[config.mk]
export PLATFORM = sky130hd
export DESIGN_NAME = scsif_core
export DESIGN_NICKNAME = d
export VERILOG_FILES = /design/src/rtl/scsif_pkg.sv /design/src/rtl/scsif_core.sv
export SDC_FILE = /design/constraint.sdc
export NUM_CORES = 1
export LEC_CHECK = 0
export ABC_AREA = 0
export BUFFER_PORTS_ARGS = -buffer_cell sky130_fd_sc_hd__buf_2
export CORE_ASPECT_RATIO = 1.4
export CORE_MARGIN = 3
export CORE_UTILIZATION = 40
export DETAILED_ROUTE_END_ITERATION = 10
export GPL_ROUTABILITY_DRIVEN = 0
export HOLD_SLACK_MARGIN = 0.08
export PLACE_DENSITY = 0.59
export SYNTH_ARGS = -nofsm -noshare
export SYNTH_HDL_FRONTEND = slang
export SYNTH_SLANG_ARGS = --single-unit
[constraint.sdc]
create_clock -name pclk -period 3.6 [get_ports pclk]
set_input_delay 0.72 -clock pclk [delete_from_list [all_inputs] [get_ports pclk]]
set_output_delay 0.72 -clock pclk [all_outputs]
set_load 0.02 [all_outputs]
[src/rtl/scsif_pkg.sv]
// constants, field layouts and state types of the smart-card serial channel
package scsif_pkg;
  // apb byte offsets
  localparam logic [7:0] ADDR_MODE = 8'h00;
  localparam logic [7:0] ADDR_CTRL = 8'h04;
  localparam logic [7:0] ADDR_STAT = 8'h08;
  localparam logic [7:0] ADDR_TXD  = 8'h0c;
  localparam logic [7:0] ADDR_RXD  = 8'h10;
  localparam logic [7:0] ADDR_RATE = 8'h14;
  // reset values
  localparam logic [7:0] RATE_RST  = 8'h00;
  localparam logic [7:0] DATA_RST  = 8'h00;
  // basic-clock ticks per bit and in-bit positions
  localparam int unsigned ETU_TICKS = 372;
  localparam logic [8:0] ETU_LAST  = 9'(ETU_TICKS - 1);
  localparam logic [8:0] SAMPLE_AT = 9'h0b9;  // 186th pulse, counted from 0
  // bit indices in a frame: start=0, data=1..8, parity=9
  localparam logic [3:0] PAR_BIT    = 4'h9;
  localparam logic [3:0] SLOT_BIT   = 4'ha;
  localparam logic [3:0] TX_CHK_BIT = 4'hb;
  localparam logic [3:0] TX_END_BIT = 4'hc;
  localparam logic [3:0] RX_END_BIT = 4'hb;
  // control register layout, bit 0 is tx_irq_enable
  typedef struct packed {
    logic clk_oe;    // clock_output_enable
    logic idle_lvl;  // clock_idle_level_bit
    logic rx_en;     // rx_enable_bit
    logic tx_en;     // tx_enable_bit
    logic rx_irq_enable;       // rx_irq_enable
    logic tx_irq_enable;       // tx_irq_enable
  } scsif_ctrl_t;
  // mode register layout, bit 0 is fixed_clock_mode
  typedef struct packed {
    logic card_en;
    logic odd;
    logic fixed_clk;
  } scsif_mode_t;
  typedef enum logic [1:0] {TX_IDLE = 2'b01, TX_FRAME = 2'b10} scsif_tx_st_t;
  typedef enum logic [1:0] {RX_IDLE = 2'b01, RX_FRAME = 2'b10} scsif_rx_st_t;
endpackage

[src/rtl/scsif_core.sv]
// smart-card mode serial channel: apb registers, transfer-controller strobes, card line
//
// The APB slave port and the address map were left to the implementer.
`timescale 1ns/1ps
`default_nettype none
module scsif_core (
  input  wire logic        pclk,
  input  wire logic        presetn,
  input  wire logic        psel,
  input  wire logic        penable,
  input  wire logic        pwrite,
  input  wire logic [7:0]  paddr,
  input  wire logic [31:0] pwdata,
  output logic      [31:0] prdata,
  output logic             pready,
  output logic             pslverr,
  input  wire logic        dma_tx_write,
  input  wire logic [7:0]  dma_tx_data,
  input  wire logic        dma_rx_read,
  output logic      [7:0]  dma_rx_data,
  output logic             tx_ready_irq,
  output logic             rx_ready_irq,
  output logic             error_irq,
  input  wire logic        line_in,
  output logic             line_out,
  output logic             line_oe,
  output logic             sck_out,
  output logic             sck_oe
);
  scsif_pkg::scsif_ctrl_t  ctrl;
  scsif_pkg::scsif_mode_t  mode;
  scsif_pkg::scsif_tx_st_t tx_st;
  scsif_pkg::scsif_rx_st_t rx_st;
  logic [7:0] rate, tx_data, rx_data, rx_shift, half_cnt;
  logic       tx_buffer_empty, tx_done_flag, rx_buffer_full;
  logic       overrun_flag, parity_error_flag, error_signal_flag;
  logic       phase, clk_run, clk_idle;
  logic [8:0] tx_cnt, rx_cnt;
  logic [3:0] tx_bit, rx_bit;
  logic       tx_err_seen, rx_perr;
  logic [2:0] line_sync;

  // even parity, or odd when selected
  function automatic logic par_of(input logic [7:0] d, input logic odd);
    par_of = (^d) ^ odd;
  endfunction
  // apb decode; no wait states, unmapped offsets answer pslverr
  wire setup    = psel & ~penable;
  wire wr_acc   = psel & penable & pwrite;
  wire hit_mode = (paddr == scsif_pkg::ADDR_MODE);
  wire hit_ctrl = (paddr == scsif_pkg::ADDR_CTRL);
  wire hit_stat = (paddr == scsif_pkg::ADDR_STAT);
  wire hit_txd  = (paddr == scsif_pkg::ADDR_TXD);
  wire hit_rxd  = (paddr == scsif_pkg::ADDR_RXD);
  wire hit_rate = (paddr == scsif_pkg::ADDR_RATE);
  wire mapped   = hit_mode | hit_ctrl | hit_stat | hit_txd | hit_rxd | hit_rate;
  wire stat_wr  = wr_acc & hit_stat;
  wire [5:0] stat_rd = {error_signal_flag, parity_error_flag, overrun_flag,
                        rx_buffer_full, tx_done_flag, tx_buffer_empty};
  wire [31:0] rd_mux = hit_mode ? {29'h0, mode} :
                       hit_ctrl ? {26'h0, ctrl} :
                       hit_stat ? {26'h0, stat_rd} :
                       hit_txd  ? {24'h0, tx_data} :
                       hit_rxd  ? {24'h0, rx_data} :
                       hit_rate ? {24'h0, rate} : 32'h0;
  // a tx data write from software or the transfer controller
  wire tx_load  = dma_tx_write | (wr_acc & hit_txd);
  wire [7:0] tx_wdata = dma_tx_write ? dma_tx_data : pwdata[7:0];

  // data answer is latched in the setup cycle so prdata comes from a flop
  always_ff @(posedge pclk or negedge presetn) begin
    if (!presetn) begin
      prdata  <= 32'h0;
      pslverr <= 1'b0;
      pready  <= 1'b0;
    end else begin
      pready <= 1'b1;
      if (setup) begin
        prdata  <= rd_mux;
        pslverr <= ~mapped;
      end
    end
  end

  // software-written configuration, plus the tx data register that the transfer controller also loads
  always_ff @(posedge pclk or negedge presetn) begin
    if (!presetn) begin
      ctrl    <= '0;
      mode    <= '0;
      rate    <= scsif_pkg::RATE_RST;
      tx_data <= scsif_pkg::DATA_RST;
    end else begin
      if (wr_acc & hit_ctrl) ctrl <= pwdata[5:0];
      if (wr_acc & hit_mode) mode <= pwdata[2:0];
      if (wr_acc & hit_rate) rate <= pwdata[7:0];
      if (tx_load) tx_data <= tx_wdata;
    end
  end

  // basic clock: one period is 2*(rate+1) pclk cycles, tick at its rising half
  wire half_wrap  = (half_cnt == rate);
  wire basic_tick = half_wrap & ~phase;
  // fixed clock mode only changes run/level at a period start, so no runt pulse
  wire run_now    = mode.fixed_clk ? clk_run : ctrl.clk_oe;
  wire idle_now   = mode.fixed_clk ? clk_idle : ctrl.idle_lvl;
  always_ff @(posedge pclk or negedge presetn) begin
    if (!presetn) begin
      half_cnt <= 8'h00;
      phase    <= 1'b0;
      clk_run  <= 1'b0;
      clk_idle <= 1'b0;
    end else begin
      half_cnt <= half_wrap ? 8'h00 : half_cnt + 8'h01;
      if (half_wrap) phase <= ~phase;
      if (basic_tick) begin
        clk_run  <= ctrl.clk_oe;
        clk_idle <= ctrl.idle_lvl;
      end
    end
  end

  // card line sampled through two flops; the third only serves edge detection
  wire line_s    = line_sync[1];
  wire start_dn  = line_sync[2] & ~line_s;
  always_ff @(posedge pclk or negedge presetn) begin
    if (!presetn) line_sync <= 3'b111;
    else line_sync <= {line_sync[1:0], line_in};
  end

  // transmitter: 10 driven bits, error check at bit 11, frame ends after bit 12
  wire tx_etu_end = basic_tick & (tx_cnt == scsif_pkg::ETU_LAST);
  wire tx_start   = (tx_st == scsif_pkg::TX_IDLE) & basic_tick & ctrl.tx_en &
                    mode.card_en & ~tx_buffer_empty;
  wire tx_last    = (tx_st == scsif_pkg::TX_FRAME) & tx_etu_end & (tx_bit == scsif_pkg::TX_END_BIT);
  wire tx_ok_ev   = tx_last & ~tx_err_seen;
  wire tx_err_ev  = tx_last & tx_err_seen;
  wire tx_chk     = (tx_st == scsif_pkg::TX_FRAME) & basic_tick & (tx_bit == scsif_pkg::TX_CHK_BIT) &
                    (tx_cnt == 9'h000);
  wire [9:0] tx_frame = {par_of(tx_data, mode.odd), tx_data, 1'b0};
  wire tx_drive   = (tx_st == scsif_pkg::TX_FRAME) & (tx_bit <= scsif_pkg::PAR_BIT);
  always_ff @(posedge pclk or negedge presetn) begin
    if (!presetn) begin
      tx_st       <= scsif_pkg::TX_IDLE;
      tx_cnt      <= 9'h000;
      tx_bit      <= 4'h0;
      tx_err_seen <= 1'b0;
    end else begin
      case (tx_st)
        scsif_pkg::TX_IDLE: begin
          tx_cnt      <= 9'h000;
          tx_bit      <= 4'h0;
          tx_err_seen <= 1'b0;
          if (tx_start) tx_st <= scsif_pkg::TX_FRAME;
        end
        scsif_pkg::TX_FRAME: begin
          if (basic_tick) tx_cnt <= tx_etu_end ? 9'h000 : tx_cnt + 9'h001;
          if (tx_etu_end) tx_bit <= tx_bit + 4'h1;
          if (tx_chk) tx_err_seen <= ~line_s;
          if (tx_err_ev) begin
            tx_bit      <= 4'h0;
            tx_err_seen <= 1'b0;
          end
          if (tx_ok_ev | ~ctrl.tx_en) tx_st <= scsif_pkg::TX_IDLE;
        end
        default: tx_st <= scsif_pkg::TX_IDLE;
      endcase
    end
  end

  // receiver: start edge restarts the tick count, bits latched mid-bit
  wire rx_sample  = (rx_st == scsif_pkg::RX_FRAME) & basic_tick & (rx_cnt == scsif_pkg::SAMPLE_AT);
  wire rx_etu_end = basic_tick & (rx_cnt == scsif_pkg::ETU_LAST);
  wire rx_false   = rx_sample & (rx_bit == 4'h0) & line_s;
  wire rx_par     = rx_sample & (rx_bit == scsif_pkg::PAR_BIT);
  wire rx_bad     = line_s != par_of(rx_shift, mode.odd);
  wire rx_perr_ev = rx_par & rx_bad;
  wire rx_good_ev = rx_par & ~rx_bad;
  wire rx_done    = rx_etu_end & (rx_bit == scsif_pkg::RX_END_BIT);
  // error signal spans the second half of bit 10 and the first half of bit 11
  wire rx_pull    = (rx_st == scsif_pkg::RX_FRAME) & rx_perr &
                    (((rx_bit == scsif_pkg::SLOT_BIT) & (rx_cnt > scsif_pkg::SAMPLE_AT)) |
                     ((rx_bit == scsif_pkg::RX_END_BIT) & (rx_cnt <= scsif_pkg::SAMPLE_AT)));
  always_ff @(posedge pclk or negedge presetn) begin
    if (!presetn) begin
      rx_st    <= scsif_pkg::RX_IDLE;
      rx_cnt   <= 9'h000;
      rx_bit   <= 4'h0;
      rx_perr  <= 1'b0;
      rx_shift <= 8'h00;
    end else begin
      case (rx_st)
        scsif_pkg::RX_IDLE: begin
          rx_cnt  <= 9'h000;
          rx_bit  <= 4'h0;
          rx_perr <= 1'b0;
          if (start_dn & ctrl.rx_en & mode.card_en) rx_st <= scsif_pkg::RX_FRAME;
        end
        scsif_pkg::RX_FRAME: begin
          if (basic_tick) rx_cnt <= rx_etu_end ? 9'h000 : rx_cnt + 9'h001;
          if (rx_etu_end) rx_bit <= rx_bit + 4'h1;
          if (rx_sample & (rx_bit != 4'h0) & (rx_bit < scsif_pkg::PAR_BIT))
            rx_shift <= {line_s, rx_shift[7:1]};
          if (rx_perr_ev) rx_perr <= 1'b1;
          if (rx_done | rx_false | ~ctrl.rx_en) rx_st <= scsif_pkg::RX_IDLE;
        end
        default: rx_st <= scsif_pkg::RX_IDLE;
      endcase
    end
  end

  // line drive: tx frame bits, rx error pull; released otherwise
  wire next_oe  = mode.card_en & (tx_drive | rx_pull);
  wire next_out = tx_drive ? tx_frame[tx_bit] : 1'b0;
  always_ff @(posedge pclk or negedge presetn) begin
    if (!presetn) begin
      line_oe  <= 1'b0;
      line_out <= 1'b1;
      sck_out  <= 1'b0;
      sck_oe   <= 1'b0;
    end else begin
      line_oe  <= next_oe;
      line_out <= next_out;
      sck_out  <= run_now ? ~phase : idle_now;
      sck_oe   <= mode.card_en;
    end
  end

  // status flags; every hardware set is written last so it beats a clear
  always_ff @(posedge pclk or negedge presetn) begin
    if (!presetn) begin
      tx_buffer_empty   <= 1'b1;
      tx_done_flag      <= 1'b1;
      rx_buffer_full    <= 1'b0;
      overrun_flag      <= 1'b0;
      parity_error_flag <= 1'b0;
      error_signal_flag <= 1'b0;
      rx_data           <= scsif_pkg::DATA_RST;
    end else begin
      if (stat_wr & ~pwdata[2]) rx_buffer_full <= 1'b0;  // write 0 clears
      if (stat_wr & ~pwdata[3]) overrun_flag <= 1'b0;
      if (stat_wr & ~pwdata[4]) parity_error_flag <= 1'b0;
      if (stat_wr & ~pwdata[5]) error_signal_flag <= 1'b0;
      if (tx_load) begin
        tx_buffer_empty <= 1'b0;
        tx_done_flag    <= 1'b0;
      end
      if (dma_rx_read) rx_buffer_full <= 1'b0;
      if (tx_ok_ev) begin
        tx_done_flag    <= 1'b1;
        tx_buffer_empty <= 1'b1;
      end
      if (tx_err_ev) error_signal_flag <= 1'b1;
      if (rx_perr_ev) begin
        parity_error_flag <= 1'b1;
        rx_data           <= rx_shift;
      end
      if (rx_good_ev & rx_buffer_full) overrun_flag <= 1'b1;
      if (rx_good_ev & ~rx_buffer_full) begin
        rx_buffer_full <= 1'b1;
        rx_data        <= rx_shift;
      end
    end
  end
  // interrupt lines; error_irq is not wired to the transfer request path
  always_ff @(posedge pclk or negedge presetn) begin
    if (!presetn) begin
      tx_ready_irq <= 1'b0;
      rx_ready_irq <= 1'b0;
      error_irq    <= 1'b0;
      dma_rx_data  <= scsif_pkg::DATA_RST;
    end else begin
      tx_ready_irq <= ctrl.tx_irq_enable & tx_done_flag;
      rx_ready_irq <= ctrl.rx_irq_enable & rx_buffer_full;
      error_irq    <= ctrl.rx_irq_enable & (overrun_flag | parity_error_flag | error_signal_flag);
      dma_rx_data  <= rx_data;
    end
  end
endmodule
`default_nettype wire

==> impl_metrics.ini <==
[run_status]
status = completed

[critical_path]
start_kind = flop
crit_path_max_fanout = 11
cpPeakStageDelay_ns = 0.45
cp_data_arrival_time_ns = 2.72
setup.worst_path.end_class = flop
regToRegSetupSlack_ns = 1.19
cp_cell_sequence = xnor2_1 -> nand4_2 -> nor3_1 -> buf_4 -> and3_1 -> mux2_2
crit_type = flop to flop
cp_top_family = simple AND/OR/NAND/NOR gates
crit_buf_inv = 1
crit_path_top_delay_cell = dfrtp_1
cp.required_ns = 3.90

[global_route]
overflow = 0
grt_pass1_vias = 4895
antenna_found_initial = 0
grtUsageTotal = 0.185
grt_max_degree = 64
grt_pass1_wl_mm = 25.3

[layout]
stdcell_count = 867
postLayoutCellArea_um2 = 7300
final_common_cell = dfrtp_1
drive_gt1_frac = 0.234
fin_nets = 731
mostFrequentLayoutCells = dfrtp_1 (110), nand2_1 (66), buf_2 (55)
diodes = 0
final_core_util = 0.478
syn2layout_area_growth_pct = 15.1

[sta]
finalHoldViolCount = 0
tightest_slew_ns = 0.826
clock.fmax_ghz = 0.415
rsz0062_at_grt = no
min_period_over_period = 0.670
maxSlewHeadroom = 0.442
setup_viol = 0
min_period_ns = 2.41
setup_tns_ns = 0
whs_ns = 0.361
slew_violations = 0
finClkSkew_ns = 0.00859

[routing]
drt_first_pass_iters = 4
routed_via_density = 5.40
wirelength_mm = 15.5
first_iter_violations = 179
ant_nets = 0
route.vias.total = 4685
routedWlPerCell_um = 17.9
drc_errors = 0

[yosys]
ys_seq_area_frac = 0.463
async_flop_share = 1.00
yosys_warnings = 0
synth_seq_cells = 117
synthesis.area_um2 = 6340
synth_edf_count = 0
syn_inst = 602
synth.avg_cell_area_um2 = 10.5
synth_cell_types = 75
synthFlopType = dfrtp_1

[die]
ios = 105
die_w_um = 112
fp.dieH_um = 155
initial_utilization = 0.416
fp-row-count = 53
core_um2 = 15300
dieArea_um2 = 17400

[cts]
cts_max_path_buffers = 2
cts_hold_buf = 0
cts-root-buf = clkbuf_16
cts.clk_slew.worst_paths_ns = 0.06
worstSkewPairLatency_ns = 0.42
cts_sinks = 117
postCtsSetupBuffers = 0
ctsResizeCount = 0
cts_max_level = 4
numCtsBuffers = 17
cts_tree = yes

[placed_design]
io_buffers = 56
place_area_um2 = 6710
dp.cells = 835
dp_hpwl_mm = 11.7

[flow_run]
cap_violations = 0

[min_path]
hold_path_class = flop to flop

[power]
p_per_area_nw_per_um2 = 480
leakage_nw = 3.33
irDropWorstVdd_uv = 345
## power breakdown
group	switching, mW	internal (mW)	total [mW]
clock	0.690	0.982	1.67
sequential	0.0677	1.36	1.43
combinational	0.257	0.142	0.399
## kinds of logic after synthesis
group / share of synthesized area
flops: 0.463
simple gates: 0.189
other cells: 0.00118
xor+xnor: 0.0533
compound gates: 0.114
fa+ha+maj: 0.0257
buf+inv: 0.0531
mux: 0.101
## cells in the mapped netlist (5+ instances only)
master | instances | area, um^2
a21oi_1 | 16 | 80.1
and3_1 | 7 | 43.8
and4_1 | 5 | 43.8
buf_1 | 6 | 22.5
buf_4 | 25 | 188
clkbuf_1 | 8 | 30.0
dfrtp_1 | 110 | 2750
dfstp_2 | 7 | 184
ha_1 | 13 | 163
inv_1 | 14 | 52.6
mux2_2 | 30 | 338
mux2_4 | 8 | 120
mux2i_1 | 15 | 150
nand2_1 | 66 | 248
nand2b_1 | 6 | 37.5
nand3_1 | 36 | 180
nand4_1 | 5 | 31.3
nor2_1 | 35 | 131
nor2b_1 | 13 | 81.3
nor3_1 | 10 | 50.1
o21a_1 | 8 | 60.1
o21ai_0 | 23 | 115
o21ai_1 | 6 | 30.0
o31ai_1 | 5 | 37.5
xnor2_1 | 25 | 219
xor2_1 | 11 | 96.3
## sequential cells by signal (all words and copies together) (netlist names), 3 cells and up
signal	flops
rx_cnt	9
rx_bit	4
line_sync	3
tx_data	8
dma_rx_data	8
half_cnt	8
mode	3
tx_cnt	9
rate	8
rx_shift	8
rx_data	8
prdata	8
ctrl	6
tx_bit	4
## routing by layer
| layer | vias up | GRT usage | share of wire |
|---|---|---|---|
| li1 | 2230 | - | - |
| met5 | - | 0 | 0 |
| met2 | 111 | 0.327 | 0.53 |
| met3 | 31 | 0.0447 | 0.036 |
| met1 | 2313 | 0.213 | 0.41 |
| met4 | 0 | 0.0756 | 0.030 |
## path summary, 6_finish.rpt
kind,endpoint,from,cells past startpoint
min in group asynchronous,rate[7],presetn,1
max in group asynchronous,rx_cnt[6],presetn,2
min,line_sync[1],line_sync[0],0
max,rx_shift[7],rate[7],6
min reg2reg,line_sync[1],line_sync[0],0
max reg2reg,rx_shift[7],rate[7],6
## layout make-up
class / instances / area, um^2
Fill cell: 1428 / 7960
Sequential cell: 117 / 2940
Clock buffer: 17 / 425
Timing Repair Buffer: 62 / 328
Tap cell: 192 / 240
Clock inverter: 15 / 160
Inverter: 14 / 52.6
Multi-Input combinational cell: 450 / 3150
## per-stage QoR
step / worst slack, ns / power (mW)
3_5_place_dp: 0.746 / 1.86
4_1_cts: 1.17 / 3.54
6_report: 1.19 / 3.50
3_3_place_gp: 0.810 / 1.84
5_1_grt: 1.05 / 3.65
2_1_floorplan: 1.20 / 1.72
Note: power is estimated with default switching activity, not from simulation.
